==> src/urcp_defines.svh <==
// Constants for the register command port
`ifndef URCP_DEFINES_SVH
`define URCP_DEFINES_SVH

`define URCP_CMD_MAX_BYTES 3'h5
`define URCP_EP_MAX_BYTES 7'h40
`define URCP_ADDR_CURRENT_STATE 8'h19
`define URCP_ADDR_DEVICE_STATUS 8'h1a
`define URCP_ADDR_TEMPERATURE 8'h1b
`define URCP_ADDR_DEVICE_INFO 8'h1c
`define URCP_ADDR_SERIAL_OUT 8'h1d
`define URCP_RESP_FULL 3'h4
`define URCP_RESP_SHORT 3'h2
`define URCP_DATA_DEFAULT 3'h1
`define URCP_DATA_QUERY 3'h1
`define URCP_DATA_SERIAL_OUT 3'h4
`define URCP_ZERO_BYTE 8'h00

`endif

==> src/urcp_pkg.sv <==
// Types for the register command port
package urcp_pkg;

    typedef enum logic [2:0] {
        URCP_IDLE = 3'b000,
        URCP_DATA = 3'b001,
        URCP_EXEC = 3'b010,
        URCP_WAIT = 3'b011,
        URCP_DONE = 3'b100
    } urcp_state_e;

    // Byte stream with handshake
    typedef struct packed {
        logic valid;
        logic last;
        logic [7:0] data;
    } urcp_byte_s;

    // Command handed to the register file
    typedef struct packed {
        logic [7:0] addr;
        logic [31:0] data;
        logic [2:0] len;
    } urcp_cmd_s;

endpackage

==> src/urcp_top.sv <==
// Register command interpreter behind the bulk endpoints
//
// How it works
// [RULE_01] A command is two to five bytes, its length set by its address.
// [RULE_02] The first byte is the register address and picks the data count.
// [RULE_03] The host sends data bytes MSB first right after the address.
// [RULE_04] Read data is offered only after the command has fully executed.
// [RULE_05] Read data is valid only after a query register was written.
// [RULE_06] A query write loads its response for the host at once; the code loads it in URCP_DONE, after cmd_done.
// [RULE_07] Response bytes go out most significant byte first.
// [RULE_08] The host reads exactly the valid byte count of the query.
// [RULE_09] Five-byte host buffers hold any command or response.
// [RULE_10] Commands and responses travel as bulk transfers.
// [RULE_11] Bulk OUT/IN carry them and no transfer passes 64 bytes.
// [RULE_12] Data bytes after the address are counted before execution.

`timescale 1ns/1ps
`default_nettype none
`include "urcp_defines.svh"

module urcp_top (
    // Clock and reset
    input wire logic core_clk,
    input wire logic reset_n,

    // Bulk OUT byte stream
    input wire urcp_pkg::urcp_byte_s out_byte,
    output logic out_ready,

    // Bulk IN byte stream
    output urcp_pkg::urcp_byte_s in_byte,
    input wire logic in_ready,

    // Register file side
    output urcp_pkg::urcp_cmd_s cmd,
    output logic cmd_valid,
    input wire logic cmd_done,
    input wire logic [31:0] query_data,

    // Status
    output logic resp_valid,
    output logic overrun
);

    // ==================================================================
    // State record
    typedef struct packed {
        // Command being parsed
        urcp_pkg::urcp_state_e st;
        logic [7:0] addr;
        logic [31:0] data;
        logic [2:0] need;
        logic [2:0] cnt;
        // Bytes seen in the current bulk OUT packet
        logic [6:0] xfer;
        // Response held for the host
        logic is_q;
        logic [31:0] resp;
        logic [2:0] rlen;
        logic [2:0] ridx;
        logic rvalid;
        // Byte streams
        logic out_rdy;
        urcp_pkg::urcp_byte_s ib;
        // Command handed over
        urcp_pkg::urcp_cmd_s c;
        logic cv;
        // Sticky packet overrun
        logic ovr;
    } urcp_regs_s;

    urcp_regs_s r;
    urcp_regs_s next_r;

    logic [2:0] lut_dlen;
    logic [2:0] lut_rlen;
    logic lut_q;

    logic take;
    logic [2:0] pos;
    logic resp_last;
    logic resp_offer;

    // ==================================================================
    // Length lookup on the address byte
    urcp_len_lut u_lut (
        .addr(out_byte.data),
        .data_len(lut_dlen),
        .resp_len(lut_rlen),
        .is_query(lut_q)
    );

    // ==================================================================
    // Handshake and response position
    assign take = out_byte.valid && r.out_rdy;
    assign pos = 3'(`URCP_RESP_FULL - 3'h1 - r.ridx);
    assign resp_last = (r.ridx == 3'(`URCP_RESP_FULL - 3'h1));
    assign resp_offer = !r.ib.valid && r.rvalid &&
                        (r.st == urcp_pkg::URCP_IDLE);

    // ==================================================================
    // Next state
    always_comb begin
        // Every field but cv and out_rdy holds unless changed below; cv clears and out_rdy follows the state
        next_r = r;
        next_r.cv = 1'b0;
        next_r.out_rdy = (r.st == urcp_pkg::URCP_IDLE) ||
                         (r.st == urcp_pkg::URCP_DATA);

        // Packet length guard
        if (take) begin
            if (r.xfer == `URCP_EP_MAX_BYTES) begin
                next_r.ovr = 1'b1; // see [RULE_11]
            end
            // Count restarts at packet end and stops past the limit
            if (out_byte.last) begin
                next_r.xfer = 7'h0;
            end else if (r.xfer <= `URCP_EP_MAX_BYTES) begin
                next_r.xfer = 7'(r.xfer + 7'h1);
            end
        end

        // Command parse and execution
        case (r.st)
            urcp_pkg::URCP_IDLE: begin
                // Address byte picks the data count
                if (take) begin
                    next_r.addr = out_byte.data; // see [RULE_02]
                    next_r.need = lut_dlen; // see [RULE_01]
                    next_r.is_q = lut_q;
                    next_r.rlen = lut_rlen;
                    next_r.cnt = 3'h0;
                    next_r.data = 32'h0;
                    next_r.st = urcp_pkg::URCP_DATA;
                end
            end

            urcp_pkg::URCP_DATA: begin
                // Data bytes, MSB first
                if (take) begin
                    next_r.data = {r.data[23:0], out_byte.data}; // see [RULE_03]
                    next_r.cnt = 3'(r.cnt + 3'h1);
                    if (3'(r.cnt + 3'h1) == r.need) begin
                        next_r.st = urcp_pkg::URCP_EXEC; // see [RULE_12]
                        next_r.out_rdy = 1'b0;
                    end
                end
            end

            urcp_pkg::URCP_EXEC: begin
                // Hand the command over, drop the old reply
                next_r.c.addr = r.addr;
                next_r.c.data = r.data;
                next_r.c.len = r.need;
                next_r.cv = 1'b1;
                next_r.rvalid = 1'b0;
                next_r.ib.valid = 1'b0;
                next_r.st = urcp_pkg::URCP_WAIT;
            end

            urcp_pkg::URCP_WAIT: begin
                // Wait for the register file
                if (cmd_done) begin
                    next_r.st = urcp_pkg::URCP_DONE;
                end
            end

            urcp_pkg::URCP_DONE: begin
                // Load the reply of a query
                if (r.is_q) begin
                    next_r.resp = query_data; // see [RULE_06]
                    next_r.rvalid = 1'b1; // see [RULE_05]
                    next_r.ridx = 3'(`URCP_RESP_FULL - r.rlen);
                end
                next_r.st = urcp_pkg::URCP_IDLE; // see [RULE_04]
            end

            default: begin
                next_r.st = urcp_pkg::URCP_IDLE;
            end
        endcase

        // Response drain, new bytes offered only between commands
        if (r.ib.valid && in_ready) begin
            // Byte taken by the host
            next_r.ib.valid = 1'b0; // see [RULE_10]
            next_r.ridx = 3'(r.ridx + 3'h1);
            if (r.ib.last) begin
                next_r.rvalid = 1'b0;
            end
        end else if (resp_offer) begin
            // Offer the next byte
            next_r.ib.valid = 1'b1;
            next_r.ib.data = r.resp[pos*8 +: 8]; // see [RULE_07]
            next_r.ib.last = resp_last;
        end
    end

    // ==================================================================
    // State register
    always_ff @(posedge core_clk or negedge reset_n) begin
        if (!reset_n) begin
            r <= '0;
        end else begin
            r <= next_r;
        end
    end

    // ==================================================================
    // Outputs, all straight from the state record
    assign out_ready = r.out_rdy;
    assign in_byte = r.ib;
    assign cmd = r.c;
    assign cmd_valid = r.cv;

    // Status
    assign resp_valid = r.rvalid;
    assign overrun = r.ovr;

endmodule // urcp_top

`default_nettype wire

==> src/urcp_len_lut.sv <==
// Data length and response length per register address
`timescale 1ns/1ps
`default_nettype none
`include "urcp_defines.svh"

module urcp_len_lut (
    // Lookup
    input wire logic [7:0] addr,
    output logic [2:0] data_len,
    output logic [2:0] resp_len,
    output logic is_query
);

    always_comb begin
        data_len = `URCP_DATA_DEFAULT;
        resp_len = `URCP_RESP_FULL;
        is_query = 1'b0;
        if (addr == `URCP_ADDR_DEVICE_STATUS) begin
            data_len = `URCP_DATA_QUERY;
            resp_len = `URCP_RESP_SHORT;
            is_query = 1'b1;
        end else if (addr == `URCP_ADDR_CURRENT_STATE ||
                     addr == `URCP_ADDR_TEMPERATURE ||
                     addr == `URCP_ADDR_DEVICE_INFO) begin
            data_len = `URCP_DATA_QUERY;
            is_query = 1'b1;
        end else if (addr == `URCP_ADDR_SERIAL_OUT) begin
            data_len = `URCP_DATA_SERIAL_OUT;
        end
    end

endmodule // urcp_len_lut

`default_nettype wire

==> config.mk <==
export PLATFORM = sky130hd
export DESIGN_NAME = urcp_top
export DESIGN_NICKNAME = d
export VERILOG_FILES = /design/src/urcp_pkg.sv /design/src/urcp_top.sv /design/src/urcp_len_lut.sv
export VERILOG_INCLUDE_DIRS = /design/src
export SDC_FILE = /design/constraint.sdc
export NUM_CORES = 1
export LEC_CHECK = 0
export ABC_AREA = 1
export BUFFER_PORTS_ARGS = -buffer_cell sky130_fd_sc_hd__clkbuf_2
export CAP_MARGIN = 20
export CORE_UTILIZATION = 50
export DETAILED_ROUTE_END_ITERATION = 12
export PLACE_DENSITY = 0.83
export SLEW_MARGIN = 20
export SYNTH_ARGS = -nofsm -noshare
export SYNTH_HDL_FRONTEND = slang
export SYNTH_SLANG_ARGS = --single-unit
==> constraint.sdc <==
create_clock -name core_clk -period 1.6 [get_ports core_clk]
set_clock_uncertainty 0.1 [all_clocks]
set_input_delay 0 -clock core_clk [delete_from_list [all_inputs] [get_ports core_clk]]
set_output_delay 0 -clock core_clk [all_outputs]
set_load 0.02 [all_outputs]
==> impl_results.rst <==
.. list-table::
   :header-rows: 1

   * - Metric
     - Value
   * - Synth Register Bits
     - around 150
   * - Classification of the worst setup path
     - reg -> reg
   * - Clk Tree Root Cell
     - sky130_fd_sc_hd__clkbuf_16
   * - TritonCTS clock tree
     - built
   * - RSZ-0062 raised after global routing
     - true
   * - Post-Route Setup TNS
     - 0 ps
   * - Fraction of the mapped netlist area in compound gates
     - 0.104
   * - Largest family of logic cells by synthesized area
     - simple AND/OR/NAND/NOR gates
   * - Data required time of the worst path
     - 1800 ps
   * - Per-instance average area after synthesis
     - approximately 8.5 um2
   * - Diodes inserted
     - 0
   * - I/O Pins
     - between 100 and 150
   * - Horizontal die dimension
     - roughly 120 um
   * - Final critical-path share of the clock period
     - 0.948
   * - Worst setup EP type
     - flop
   * - Via count
     - about 5400
   * - DRC violation count after routing
     - 1
   * - Proportion of netlist area held by the largest area contributor
     - 0.552
   * - Run status
     - finished with violations
   * - Type of the worst min-delay path
     - in -> async
   * - Xor-xnor portion of the synthesized cell area
     - 0.00518
   * - Category of the worst setup path launch point
     - flop
   * - Number of pins exceeding their max-slew limit in the final report
     - 0
   * - Vias/cell
     - 4.98
   * - Clock Path Buffers
     - 2
   * - Cell area after technology mapping
     - 6760 um2
   * - Number of enable-type register cells in the synthesized netlist
     - 0
   * - Most numerous cell types in the synthesized netlist
     - sky130_fd_sc_hd__nand2_1, sky130_fd_sc_hd__dfrtp_1, sky130_fd_sc_hd__o21ai_0, sky130_fd_sc_hd__inv_1, sky130_fd_sc_hd__buf_4
   * - Post-synthesis async set-or-reset flop share
     - 1.00
   * - Top cells by area in the synthesized netlist
     - sky130_fd_sc_hd__dfrtp_1, sky130_fd_sc_hd__nand2_1, sky130_fd_sc_hd__o21ai_0, sky130_fd_sc_hd__buf_4, sky130_fd_sc_hd__inv_1
   * - Worst EP arrival
     - about 1700 ps
   * - Count of clock tree sinks
     - approximately 150
   * - Nets@finish
     - 949
   * - Final non-filler cell area
     - approximately 8200 um2
   * - IR drop worst, VDD
     - a little under 0.8 mV
   * - Number of H-tree branching levels
     - 4
   * - Initial core utilization
     - 0.512
   * - Via count of the first global-routing pass
     - 5395
   * - Gpl congestion
     - 0.823
   * - Mux cell area share after synthesis
     - 0
   * - Routed wire length
     - between 10000 and 15000 um
   * - P&R area growth vs syn
     - 21.9%
   * - Total Routing Usage GR
     - 0.229
   * - Crit-path max FO
     - 27
   * - GRT Residual Overflow
     - 0
   * - Actual transition at the worst max-transition pin
     - 574 ps
   * - Leakage power
     - roughly 4.3 nW
   * - Remaining antenna violation count after routing
     - 0
   * - F_max
     - 659 MHz
   * - Proportion of synthesized chip area in sequential cells
     - 0.552
   * - Syn Nets
     - between 800 and 900
   * - Simple-gate share of the synthesized area
     - 0.191
   * - Area of the core
     - around 13000 um2
   * - Total iterations of the first detailed-routing run
     - 9
   * - DP Wirelength
     - between 9000 and 10000 um
   * - Number of DRC violations after detailed-routing iteration 0
     - 370
   * - Share of synthesized cell area in full adder, half adder and majority cells
     - 0.00740
   * - Global-route wire length before repair
     - ~25000 um
   * - Clock-pin slew on the worst setup and hold paths
     - around 60 ps
   * - Clock period minus worst slack
     - approximately 1500 ps
   * - Synth cell types
     - 35
   * - Layout cells sized above 1
     - 0.187
   * - Count of max-cap constraint violations
     - 0
   * - Antenna violations before repair
     - 0
   * - Buffers added on ports
     - 101
   * - Yosys synthesis warning count
     - 0
   * - Violations in the final reports
     - DRC
   * - Share of the core filled with cells in the final layout
     - 0.624
   * - Leading area contributor after synthesis
     - sky130_fd_sc_hd__dfrtp_1
   * - Syn Inst Count
     - roughly 800
   * - Pin count of the biggest net entering global routing
     - just under 60
   * - Count of standard-cell rows
     - between 40 and 50
   * - Setup violations, final
     - 0
   * - CTS Buf Count
     - 17
   * - Slew Limit Headroom
     - 0.618
   * - Most frequent cell after synthesis
     - sky130_fd_sc_hd__nand2_1
   * - Chip height
     - 118 um
   * - Average detailed-routed wire length per instance
     - 13.6 um
   * - Instance area after placement
     - a little over 7000 um2
   * - Prevailing post-synth register cell
     - sky130_fd_sc_hd__dfrtp_1
   * - Latest clock arrival within the worst-skew pair
     - 420 ps
   * - Hold Fails Final Rpt
     - 0
   * - Power per cell area
     - roughly 1900 nW/um2
   * - DIE AREA
     - between 10000 and 15000 um2
-- through the flow --
step,setup slack [ps],hold slack (ps),total power [mW],cells
2_1_floorplan,222,-396,10.3,797
3_3_place_gp,139,-93.7,11.0,1010
3_5_place_dp,80.4,-87.4,11.2,1010
4_1_cts,33.6,40.5,15.4,1086
5_1_grt,-14.3,67.5,16.5,1087
6_report,83.6,30.6,15.4,1087
-- registers in the layout, summed over array words and instances (netlist names) --
signal      count
out_ready       1
r              93
cmd_valid       1
overrun         1
resp_valid      1
cmd            42
in_byte        10
-- power by group --
group,switching (mW),internal (mW)
logic,3.52,1.90
registers,0.820,5.18
clock network,1.47,2.48
-- worst paths after layout --
kind | cells past startpoint | slack, ps | startpoint | endpoint
worst max-delay path | 7 | 80 | r[151] | r[113]
worst min-delay path | 2 | 30 | reset_n | cmd[9]
worst max register to register | 7 | 80 | r[151] | r[113]
worst min register to register | 2 | 370 | r[140] | cmd[34]
max in group asynchronous | 3 | 730 | reset_n | r[146]
min in group core_clk | 4 | 220 | query_data[9] | r[72]
-- logic make-up after synthesis --
group | count (synthesis)
other cells | 1
flops | 149
xor+xnor | 4
simple gates | 317
buf+inv | 185
compound gates | 137
fa+ha+maj | 4
-- timing repair --
item,CTS,global route
hold buffers,45,0
setup endpoints to repair,0,21
resized for setup,0,7
buffers inserted,0,1
endpoints found under the hold margin,215,0
-- per-layer routing --
| metal | vias up | global-route usage | wire, um |
|---|---|---|---|
| li1 | 2637 | - | - |
| met1 | 2575 | 0.277 | 6160 |
| met2 | 165 | 0.389 | 7600 |
| met3 | 33 | 0.0608 | 699 |
| met4 | 0 | 0.0905 | 307 |
| met5 | - | 0 | 0 |
-- critical path: stages (launching register included) --
cell and delay [ps]:
sky130_fd_sc_hd__dfrtp_1 450, sky130_fd_sc_hd__nor2_4 140, sky130_fd_sc_hd__inv_2 70, sky130_fd_sc_hd__nor2_4 140
sky130_fd_sc_hd__buf_8 190, sky130_fd_sc_hd__nor2_1 50, sky130_fd_sc_hd__a31oi_1 160, sky130_fd_sc_hd__inv_1 90
-- cell usage in the layout (no fill, tap or decap), types with 3 or more instances in the layout --
cell | synthesis | routed
sky130_fd_sc_hd__buf_12 | 0 | 7
sky130_fd_sc_hd__buf_4 | 60 | 14
sky130_fd_sc_hd__clkbuf_16 | 0 | 17
sky130_fd_sc_hd__clkbuf_2 | 2 | 100
sky130_fd_sc_hd__clkbuf_8 | 0 | 5
sky130_fd_sc_hd__clkinv_2 | 0 | 5
sky130_fd_sc_hd__dfrtp_1 | 149 | 149
sky130_fd_sc_hd__dlygate4sd3_1 | 0 | 45
sky130_fd_sc_hd__ha_1 | 4 | 4
sky130_fd_sc_hd__inv_1 | 93 | 93
sky130_fd_sc_hd__inv_2 | 5 | 5
sky130_fd_sc_hd__nand2_1 | 258 | 256
sky130_fd_sc_hd__nand2_2 | 1 | 3
sky130_fd_sc_hd__nand3_1 | 32 | 32
sky130_fd_sc_hd__nand4_1 | 4 | 4
sky130_fd_sc_hd__nor2_1 | 13 | 13
sky130_fd_sc_hd__o21ai_0 | 118 | 117
sky130_fd_sc_hd__o21ai_1 | 11 | 12
-- final cells by class --
class | instances | area, um2
multi-input combinational | 463 | 2100
fill | 1048 | 4950
sequential | 149 | 3730
clock buffer | 22 | 494
clock inverter | 9 | 100
tap | 176 | 220
timing repair buffer | 168 | 1220
inverter | 100 | 375
Power figures use the tool's default switching activity.
